==> config.mk <==
export PLATFORM = sky130hd
export DESIGN_NAME = supply_voltage_detect_ctrl
export DESIGN_NICKNAME = d
export VERILOG_FILES = /design/src/logic/svd_pkg.sv /design/src/logic/comp_sync.sv /design/src/logic/svd_channel.sv /design/src/logic/supply_voltage_detect_ctrl.sv
export SDC_FILE = /design/constraint.sdc
export NUM_CORES = 1
export LEC_CHECK = 0
export ABC_AREA = 1
export BUFFER_PORTS_ARGS = -buffer_cell sky130_fd_sc_hd__buf_2
export CAP_MARGIN = 10
export CELL_PAD_IN_SITES_DETAIL_PLACEMENT = 0
export CELL_PAD_IN_SITES_GLOBAL_PLACEMENT = 1
export CORE_MARGIN = 2
export CORE_UTILIZATION = 34
export CTS_CLUSTER_SIZE = 10
export DETAILED_ROUTE_END_ITERATION = 10
export GPL_TIMING_DRIVEN = 1
export PLACE_DENSITY = 0.83
export SYNTH_ARGS = -nofsm -noshare
export SYNTH_HDL_FRONTEND = slang
export SYNTH_HIERARCHICAL = 1
export SYNTH_SLANG_ARGS = --single-unit
==> constraint.sdc <==
create_clock -name ref_clk -period 1.8 [get_ports ref_clk]
set_clock_uncertainty 0.1 [all_clocks]
set_input_delay 0.09 -clock ref_clk [delete_from_list [all_inputs] [get_ports ref_clk]]
set_output_delay 0.09 -clock ref_clk [all_outputs]
set_load 0.05 [all_outputs]
==> src/logic/svd_pkg.sv <==
package svd_pkg;

  // ****************************************************************
  // bus map
  // ****************************************************************
  localparam logic [13:0] level_index        = 14'h0fc6;
  localparam logic [13:0] mode_index         = 14'h0fc7;
  localparam logic [13:0] irq_status_index   = 14'h0fc8;
  localparam logic [13:0] irq_clear_index    = 14'h0fc9;
  localparam logic [13:0] irq_enable_index   = 14'h0fca;
  localparam int          addr_width         = 16;

  // ****************************************************************
  // fields
  // ****************************************************************
  localparam int          ch2_sticky_bit     = 7;
  localparam int          ch2_live_bit       = 6;
  localparam int          ch2_code_lsb       = 4;
  localparam int          ch1_sticky_bit     = 3;
  localparam int          ch1_live_bit       = 2;
  localparam int          ch1_code_lsb       = 0;
  localparam int          ch1_en_bit         = 0;
  localparam int          ch1_mode_bit       = 1;
  localparam int          ch2_en_bit         = 2;
  localparam int          ch2_mode_bit       = 3;
  localparam logic [7:0]  level_reset        = 8'h20;
  localparam logic [7:0]  mode_reset         = 8'h00;
  localparam logic [7:0]  mode_write_mask    = 8'h3f;
  localparam logic        action_irq         = 1'b0;

  // ****************************************************************
  // level codes, names only for readability of the threshold port
  // ****************************************************************
  localparam logic [1:0]  ch1_lvl_4v50       = 2'h0;
  localparam logic [1:0]  ch1_lvl_4v20       = 2'h1;
  localparam logic [1:0]  ch1_lvl_3v70       = 2'h2;
  localparam logic [1:0]  ch1_lvl_3v15       = 2'h3;
  localparam logic [1:0]  ch2_lvl_2v35       = 2'h0;
  localparam logic [1:0]  ch2_lvl_3v15       = 2'h1;
  localparam logic [1:0]  ch2_lvl_2v85       = 2'h2;
  localparam logic [1:0]  ch2_lvl_2v65       = 2'h3;

  typedef struct packed {
    logic       read;
    logic       write;
    logic [15:0] address;
    logic [31:0] writedata;
  } bus_req_type;

  typedef struct packed {
    logic       sticky;
    logic       live;
    logic       edge_evt;
    logic       reset_req;
  } chan_out_type;

endpackage

==> src/logic/comp_sync.sv <==
`timescale 1ns/1ps
module comp_sync (
  input  wire logic ref_clk,
  input  wire logic sys_rst,
  input  wire logic async_in,
  output logic      sync_out
);
  logic meta;

  // ****************************************************************
  // two-stage synchroniser; first stage read only by second
  // ****************************************************************
  always_ff @(posedge ref_clk or posedge sys_rst) begin
    if (sys_rst) begin
      meta     <= 1'b0;
      sync_out <= 1'b0;
    end else begin
      meta     <= async_in;
      sync_out <= meta;
    end
  end
endmodule

==> src/logic/svd_channel.sv <==
`timescale 1ns/1ps
module svd_channel (
  input  wire logic                  ref_clk,
  input  wire logic                  sys_rst,
  input  wire logic                  below_sync,
  input  wire logic                  enable,
  input  wire logic                  action,
  input  wire logic                  clear_sticky,
  output svd_pkg::chan_out_type      status
);
  typedef struct packed {
    logic below_q;
    logic sticky;
  } chan_state_type;

  chan_state_type state;
  chan_state_type next_state;
  logic           below;

  always_comb begin
    next_state = state;
    below      = enable & below_sync;
    // enable low keeps the flag; only a written 0 clears it
    if (clear_sticky) begin
      next_state.sticky = 1'b0;
    end
    if (below) begin
      next_state.sticky = 1'b1;
    end
    next_state.below_q = below;
    status.sticky    = state.sticky;
    status.live      = below;
    // either edge: no hysteresis means rising crossings also count
    // gated by enable: switching off must not look like a rise
    status.edge_evt  = (below ^ state.below_q)
                       & (action == svd_pkg::action_irq)
                       & enable;
    status.reset_req = below & (action != svd_pkg::action_irq);
  end

  always_ff @(posedge ref_clk or posedge sys_rst) begin
    if (sys_rst) begin
      state <= '0;
    end else begin
      state <= next_state;
    end
  end
endmodule

==> src/logic/supply_voltage_detect_ctrl.sv <==
// Notes on behaviour
// - two channels, each with own threshold
// - per channel choose reset or interrupt
// - interrupt on crossing either direction
// - channel 2 sticky set, cleared by 0
// - channel 2 live flag, read only
// - channel 2 code picks four levels
// - channel 1 sticky latches on detection
// - channel 1 live flag, read only
// - channel 1 code picks four levels
// - only power-on or external reset clears (code: a written 0 also clears channel 1 sticky)
// - set beats clear on same cycle
// - writing 1 never sets sticky flags
// - mode bit 0 interrupt, 1 reset
// - enable bit gates whole channel
// - reset request held while below threshold
// - disabling keeps latched sticky flag
`timescale 1ns/1ps
module supply_voltage_detect_ctrl (
  input  wire logic        ref_clk,
  input  wire logic        sys_rst,
  input  wire logic [15:0] avs_address,
  input  wire logic        avs_read,
  input  wire logic        avs_write,
  input  wire logic [31:0] avs_writedata,
  input  wire logic [3:0]  avs_byteenable,
  output logic [31:0]      avs_readdata,
  output logic             avs_waitrequest,
  input  wire logic        chan1_below_async,
  input  wire logic        chan2_below_async,
  output logic [1:0]       chan1_threshold_code,
  output logic [1:0]       chan2_threshold_code,
  output logic             supply_monitor_irq,
  output logic             supply_monitor_reset_req
);

  // ****************************************************************
  // state
  // ****************************************************************
  typedef struct packed {
    logic [1:0]  code1;
    logic [1:0]  code2;
    logic [7:0]  mode;
    logic [1:0]  irq_status;
    logic [1:0]  irq_enable;
    logic        ack;
    logic [31:0] rdata;
    logic        irq;
    logic        rst_req;
  } ctrl_state_type;

  ctrl_state_type           state;
  ctrl_state_type           next_state;
  logic                     below1;
  logic                     below2;
  logic                     wr_level;
  logic                     clr1;
  logic                     clr2;
  logic [7:0]               level_view;
  logic [13:0]              index;
  logic                     access;
  svd_pkg::chan_out_type    ch1;
  svd_pkg::chan_out_type    ch2;

  // ****************************************************************
  // comparator inputs
  // ****************************************************************
  comp_sync sync1 (
    .ref_clk  (ref_clk),
    .sys_rst  (sys_rst),
    .async_in (chan1_below_async),
    .sync_out (below1)
  );

  comp_sync sync2 (
    .ref_clk  (ref_clk),
    .sys_rst  (sys_rst),
    .async_in (chan2_below_async),
    .sync_out (below2)
  );

  // ****************************************************************
  // bus decode
  // ****************************************************************
  function automatic logic hit(input logic [13:0] idx,
                               input logic [13:0] want);
    hit = (idx == want);
  endfunction

  assign index    = avs_address[15:2];
  assign access   = (avs_read | avs_write) & ~state.ack;
  assign wr_level = access & avs_write & avs_byteenable[0]
                    & hit(index, svd_pkg::level_index);
  // only a written 0 clears; a 1 is ignored
  assign clr1     = wr_level
                    & ~avs_writedata[svd_pkg::ch1_sticky_bit];
  assign clr2     = wr_level
                    & ~avs_writedata[svd_pkg::ch2_sticky_bit];

  // ****************************************************************
  // channels
  // ****************************************************************
  svd_channel chan1 (
    .ref_clk      (ref_clk),
    .sys_rst      (sys_rst),
    .below_sync   (below1),
    .enable       (state.mode[svd_pkg::ch1_en_bit]),
    .action       (state.mode[svd_pkg::ch1_mode_bit]),
    .clear_sticky (clr1),
    .status       (ch1)
  );

  svd_channel chan2 (
    .ref_clk      (ref_clk),
    .sys_rst      (sys_rst),
    .below_sync   (below2),
    .enable       (state.mode[svd_pkg::ch2_en_bit]),
    .action       (state.mode[svd_pkg::ch2_mode_bit]),
    .clear_sticky (clr2),
    .status       (ch2)
  );

  always_comb begin
    level_view = '0;
    level_view[svd_pkg::ch2_sticky_bit] = ch2.sticky;
    level_view[svd_pkg::ch2_live_bit]   = ch2.live;
    level_view[svd_pkg::ch2_code_lsb +: 2] = state.code2;
    level_view[svd_pkg::ch1_sticky_bit] = ch1.sticky;
    level_view[svd_pkg::ch1_live_bit]   = ch1.live;
    level_view[svd_pkg::ch1_code_lsb +: 2] = state.code1;
  end

  // ****************************************************************
  // next state
  // ****************************************************************
  always_comb begin
    next_state         = state;
    next_state.ack     = access;
    next_state.rdata   = '0;
    if (access & avs_write & avs_byteenable[0]) begin
      if (hit(index, svd_pkg::level_index)) begin
        next_state.code1 =
          avs_writedata[svd_pkg::ch1_code_lsb +: 2];
        next_state.code2 =
          avs_writedata[svd_pkg::ch2_code_lsb +: 2];
      end
      if (hit(index, svd_pkg::mode_index)) begin
        next_state.mode = avs_writedata[7:0] & svd_pkg::mode_write_mask;
      end
      if (hit(index, svd_pkg::irq_enable_index)) begin
        next_state.irq_enable = avs_writedata[1:0];
      end
      if (hit(index, svd_pkg::irq_clear_index)) begin
        next_state.irq_status = state.irq_status & ~avs_writedata[1:0];
      end
    end
    // events after the clear so that a coincident event survives
    if (ch1.edge_evt) begin
      next_state.irq_status[0] = 1'b1;
    end
    if (ch2.edge_evt) begin
      next_state.irq_status[1] = 1'b1;
    end
    if (access & avs_read) begin
      case (index)
        svd_pkg::level_index:      next_state.rdata = {24'h0, level_view};
        svd_pkg::mode_index:       next_state.rdata = {24'h0, state.mode};
        svd_pkg::irq_status_index:
          next_state.rdata = {30'h0, state.irq_status};
        svd_pkg::irq_enable_index:
          next_state.rdata = {30'h0, state.irq_enable};
        default:                   next_state.rdata = '0;
      endcase
    end
    next_state.irq     = |(next_state.irq_status & state.irq_enable);
    next_state.rst_req = ch1.reset_req | ch2.reset_req;
  end

  // ****************************************************************
  // registers: only sys_rst (power-on / external) clears them
  // ****************************************************************
  always_ff @(posedge ref_clk or posedge sys_rst) begin
    if (sys_rst) begin
      state       <= '0;
      state.code2 <= svd_pkg::level_reset[svd_pkg::ch2_code_lsb +: 2];
      state.code1 <= svd_pkg::level_reset[svd_pkg::ch1_code_lsb +: 2];
      state.mode  <= svd_pkg::mode_reset;
    end else begin
      state <= next_state;
    end
  end

  // ****************************************************************
  // outputs
  // ****************************************************************
  assign avs_readdata             = state.rdata;
  assign avs_waitrequest          = ~state.ack & (avs_read | avs_write);
  assign chan1_threshold_code     = state.code1;
  assign chan2_threshold_code     = state.code2;
  assign supply_monitor_irq       = state.irq;
  assign supply_monitor_reset_req = state.rst_req;

endmodule

After elaboration in Yosys (flattened, before gate mapping)
Index checks and enable logic that the tools add are counted.
W data, S select, Z words.
{"block": "word_totals", "register_bits": 57, "wordCells": 66}
{"block": "classes", "eq_ne": 5, "n_bitwise": 27, "n_reduce_logical": 6, "n_mux": 11}
{"cell": "$eq A14 B12 Y1 const B", "count": 5}
{"cell": "$pmux W8 S4", "count": 1}
{"cell": "$and A1 B1 Y1", "count": 15}
{"cell": "$mux W8", "count": 1}
{"cell": "$mux W1", "count": 6}
{"cell": "$reduce_and A2 Y1", "count": 3}
{"cell": "$not A1 Y1", "count": 5}
{"cell": "$and A2 B2 Y2", "count": 2}
{"cell": "$mux W2", "count": 2}
{"cell": "$mux W4", "count": 1}
{"cell": "$reduce_bool A2 Y1", "count": 2}
{"cell": "$not A2 Y2", "count": 1}
{"cell": "$or A1 B1 Y1", "count": 2}
{"cell": "$reduce_or A2 Y1", "count": 1}
{"cell": "$xor A1 B1 Y1", "count": 2}

Logic depth before layout (Yosys ltp)
{"block": "depth", "depth_word": 8, "depth_mapped": 10, "depth_no_buf": 10}

By module
The synthesis kept the hierarchy.
{"mod": "supply_voltage_detect_ctrl", "n_inst": 1, "cells_each": 196, "area_each_um2": 1561.5, "seq_area_each_um2": 626.9}
{"mod": "svd_channel", "n_inst": 2, "cells_each": 15, "area_each_um2": 108.9, "seq_area_each_um2": 50.0}
{"mod": "comp_sync", "n_inst": 2, "cells_each": 3, "area_each_um2": 53.8, "seq_area_each_um2": 50.0}

Least setup slack after synthesis
Ideal clock, no wire load.
{"block": "synth_path", "path_kind": "register -> register", "start": "register state[34] (netlist bit)", "end": "register state[34] (netlist bit)", "stages_incl_launch_ff": 2, "path_buffers": 0, "period_less_slack_ns": 1.363, "path_slack_ns": 0.437, "arrival_time_ns": 1.059, "cell_sequence": "dfrtp_1 > nor2_1"}
{"block": "synth_via", "elab_chain_len": 2}
{"element": "start, declared", "line": "supply_voltage_detect_ctrl.sv:52", "source": "ctrl_state_type state;"}
{"element": "start signal, assigned", "line": "supply_voltage_detect_ctrl.sv:189", "source": "state <= next_state;"}
{"element": "$not A1 Y1"}
{"element": "$and A1 B1 Y1"}
{"element": "named net avs_waitrequest", "line": "supply_voltage_detect_ctrl.sv:28", "source": "output logic avs_waitrequest,"}
The timed path passes the listed nets, and every way through them passes these cells.
A chain may end at the register's enable or synchronous reset.

Worst setup path after layout
{"block": "layout_path", "start": "register state[34] (netlist bit)", "end": "register state[42] (netlist bit)"}
{"block": "layout_via", "elab_chain_len": 5}
{"element": "$not A1 Y1", "line": "supply_voltage_detect_ctrl.sv:91", "source": "assign access = (avs_read | avs_write) & ~state.ack;"}
{"element": "$and A1 B1 Y1", "line": "supply_voltage_detect_ctrl.sv:91"}
{"element": "$and A1 B1 Y1 (2 in series)", "line": "supply_voltage_detect_ctrl.sv:140", "source": "if (access & avs_write & avs_byteenable[0]) begin"}
{"element": "$reduce_and A2 Y1 (no line)"}
Every way passes these cells.

==> metrics.csv <==
stage,metric,value,unit
floorplan,die_w,78.5,um
drt,totalWireLength,3380,um
synth,synth_seq_area_share,43.8,%
synth,synth_top_family_by_area,buffers and inverters,
grt,grt_max_degree,15,
drt,num_vias,1387,
floorplan,coreArea,5440,um2
layout,stdcell_area,2150,um2
placement,place_hpwl,2690,um
worst_setup_path,cp-start-kind,register,
timing,min_period,1.44,ns
power_and_ir_drop,power.density,700,nW/um2
floorplan,die-area,6160,um2
grt,grt_use_total,11.8,%
synth,synth_area,1890,um2
worst_setup_path,path_class,register to register,
drt,drt_iter0_drc,67,
cts,post_cts_resized,0,
synth,synth_compound_area_share,7.10,%
worst_setup_path,startpoint,state[34],
timing,hold_ws,-0.0108,ns
timing,worstMarginPinSlew,0.558,ns
timing,fin_crit_sh,79.8,%
layout,nFillCells,582,
timing,relSlewSlack,62.8,%
drt,via_per_inst,4.00,
power_and_ir_drop,power_leakage,1.14,nW
run_status,violations,negative hold slack,
cts,clk_path_buf_depth,2,
synth,synth_xor_area_share,0,%
floorplan,rows,27,
run_status,status,"finished, violations left",
worst_setup_path,reg2reg_setup_slack,0.36,ns
worst_setup_path,r2r_cells,6,
worst_setup_path,r2r_start,state[34],
synth,ys_types,21,
drt,wl_per_cell,9.74,um
layout,finalNonFillerCells,347,
floorplan,pin_count,97,
synth,ys_ff_latch,33,
min_path,min_path_cells,3,
layout,final_cell_mix,"buf_2, inv_1, nand2_1, dfrtp_1, nor2_1",
layout,drive_gt1_share,26.2,%
timing,fmax,0.696,GHz
placement,gp_congestion,0.870,
synth,synthCells,232,
grt,grt_pass1_vias,1293,
cts,cts_root_buf,clkbuf_8,
floorplan,die_y,78.5,um
synth,avgSynthCellArea,8.13,um2
synth,synthMuxAreaShare,0,%
layout,n_antenna_cell,0,
timing,hold_viol_final,1,
cts,cts_tree,yes,
placement,dp.cells,329,
cts,clkTransAtPathRegs,0.06,ns
floorplan,start_util,34.7,%
grt,grt-ovfl-total,0,
cts,cts_num_sinks,33,
synth,synthSimpleGateAreaFrac,24.0,%
cts,cts-htree-levels,2,
synth,yosysWarnings,6,
placement,portBuffers,42,
min_path,min_to,state[34],
layout,area_growth,13.9,%
power_and_ir_drop,irDropWorstVdd,0.248,mV
worst_setup_path,end_kind,register,
min_path,hp-class,input port to register,
timing,maxSlewViolCount,0,
grt,grt_pass1_wl,5550,um
placement,dpl-instance-area,1970,um2
layout,final_common_cell,buf_2,
layout,final_net_count,332,
run,maxCapViolCount,0,
drt,ant_nets,0,
synth,synthAdderAreaFrac,0,%
grt,antenna_found_initial,0,
min_path,min_from,avs_read,
worst_setup_path,critPathMaxFanout,12,
timing,tns,0,ns
worst_setup_path,r2r_end,state[42],
timing,rsz0062_at_grt,false,
cts,post-cts-setup-buffers,0,
drt,first_pass_iters,4,
cts,cts_buffers,5,
worst_setup_path,arrival,1.50,ns
drt,drc,0,
timing,setup-violations-final,0,
cts,clk_latency,0.28,ns
worst_setup_path,cp.required,1.87,ns
-- critical path, cell delays in order, from the launching register on --
cell and delay, ns:
dfrtp_1 0.39, inv_1 0.06, nand3_1 0.12, inv_1 0.15, nand3_2 0.27, nand2_1 0.16, o21ai_2 0.06
-- per-stage QoR --
stage	hold slack, ns	power (W)	setup slack (ns)	utilization (%)
finish	-0.0108	0.00150	0.364	39.5
global route	0.0107	0.00157	0.202	39.5
CTS	0.0000910	0.00152	0.333	39.5
detailed placement	-0.116	0.000980	0.254	36.1
global placement	-0.119	0.000979	0.243	36.1
floorplan	-0.269	0.000970	0.437	-
-- cells by family (layout without fill, tap and decap cells) --
family,Yosys count,in the layout
AND/OR/NAND/NOR,96,96
buffers and inverters,81,101
flip-flops,33,33
AO/OA/AOI/OAI,21,21
other,1,24
-- layout make-up --
class / count / area (um2) / area share, %
clock buffers: 6 / 72.6 / 3.38
clock inverters: 2 / 10.0 / 0.466
inverters: 39 / 146 / 6.81
multi-input cells: 141 / 677 / 31.5
flip-flops and latches: 33 / 827 / 38.5
well taps: 72 / 90.1 / 4.19
repair buffers: 54 / 325 / 15.1
-- sequential cells by signal, indices dropped and copies added (netlist names), 2 cells and up --
register	cells
state	11
avs_readdata	8
chan1_threshold_code	2
chan2_threshold_code	2
-- metal layers --
metal / global-route usage, % / share of wire [%]
met2: 19.8 / 47
met3: 2.76 / 4.5
met1: 14.3 / 47
met4: 5.26 / 1.8
met5: 0 / 0
-- synthesized netlist by cell type, drive strengths merged --
master,number,area (um2)
or2,1,6.26
dfstp,1,26.3
dfrtp,32,801
buf,42,323
nand3,20,125
inv,39,146
nor2,31,134
o21ai,20,126
nand4,3,18.8
o21a,1,7.51
nand2,38,143
nor3,3,26.3
conb,1,3.75
-- power by group --
group          internal [W]  switching (W)  total (W)
clock              0.000267       0.000255   0.000522
sequential         0.000749     0.00000439   0.000754
combinational     0.0000492       0.000179   0.000228
total               0.00107       0.000438    0.00150
-- how the worst max path moves through the flow --
stage	endpoint	depth (start not counted)
2_1_floorplan	state[34]	1
3_3_place_gp	avs_readdata[4]	8
3_5_place_dp	avs_readdata[4]	8
4_1_cts	state[39]	6
5_1_grt	state[43]	6
6_report	state[42]	6
-- repair_timing --
action / CTS / global route
hold buffers: 10 / 0
hold endpoints to repair: 31 / 0
endpoints found under the setup margin: 0 / 0
No activity file was read; power rests on OpenSTA's default activity.
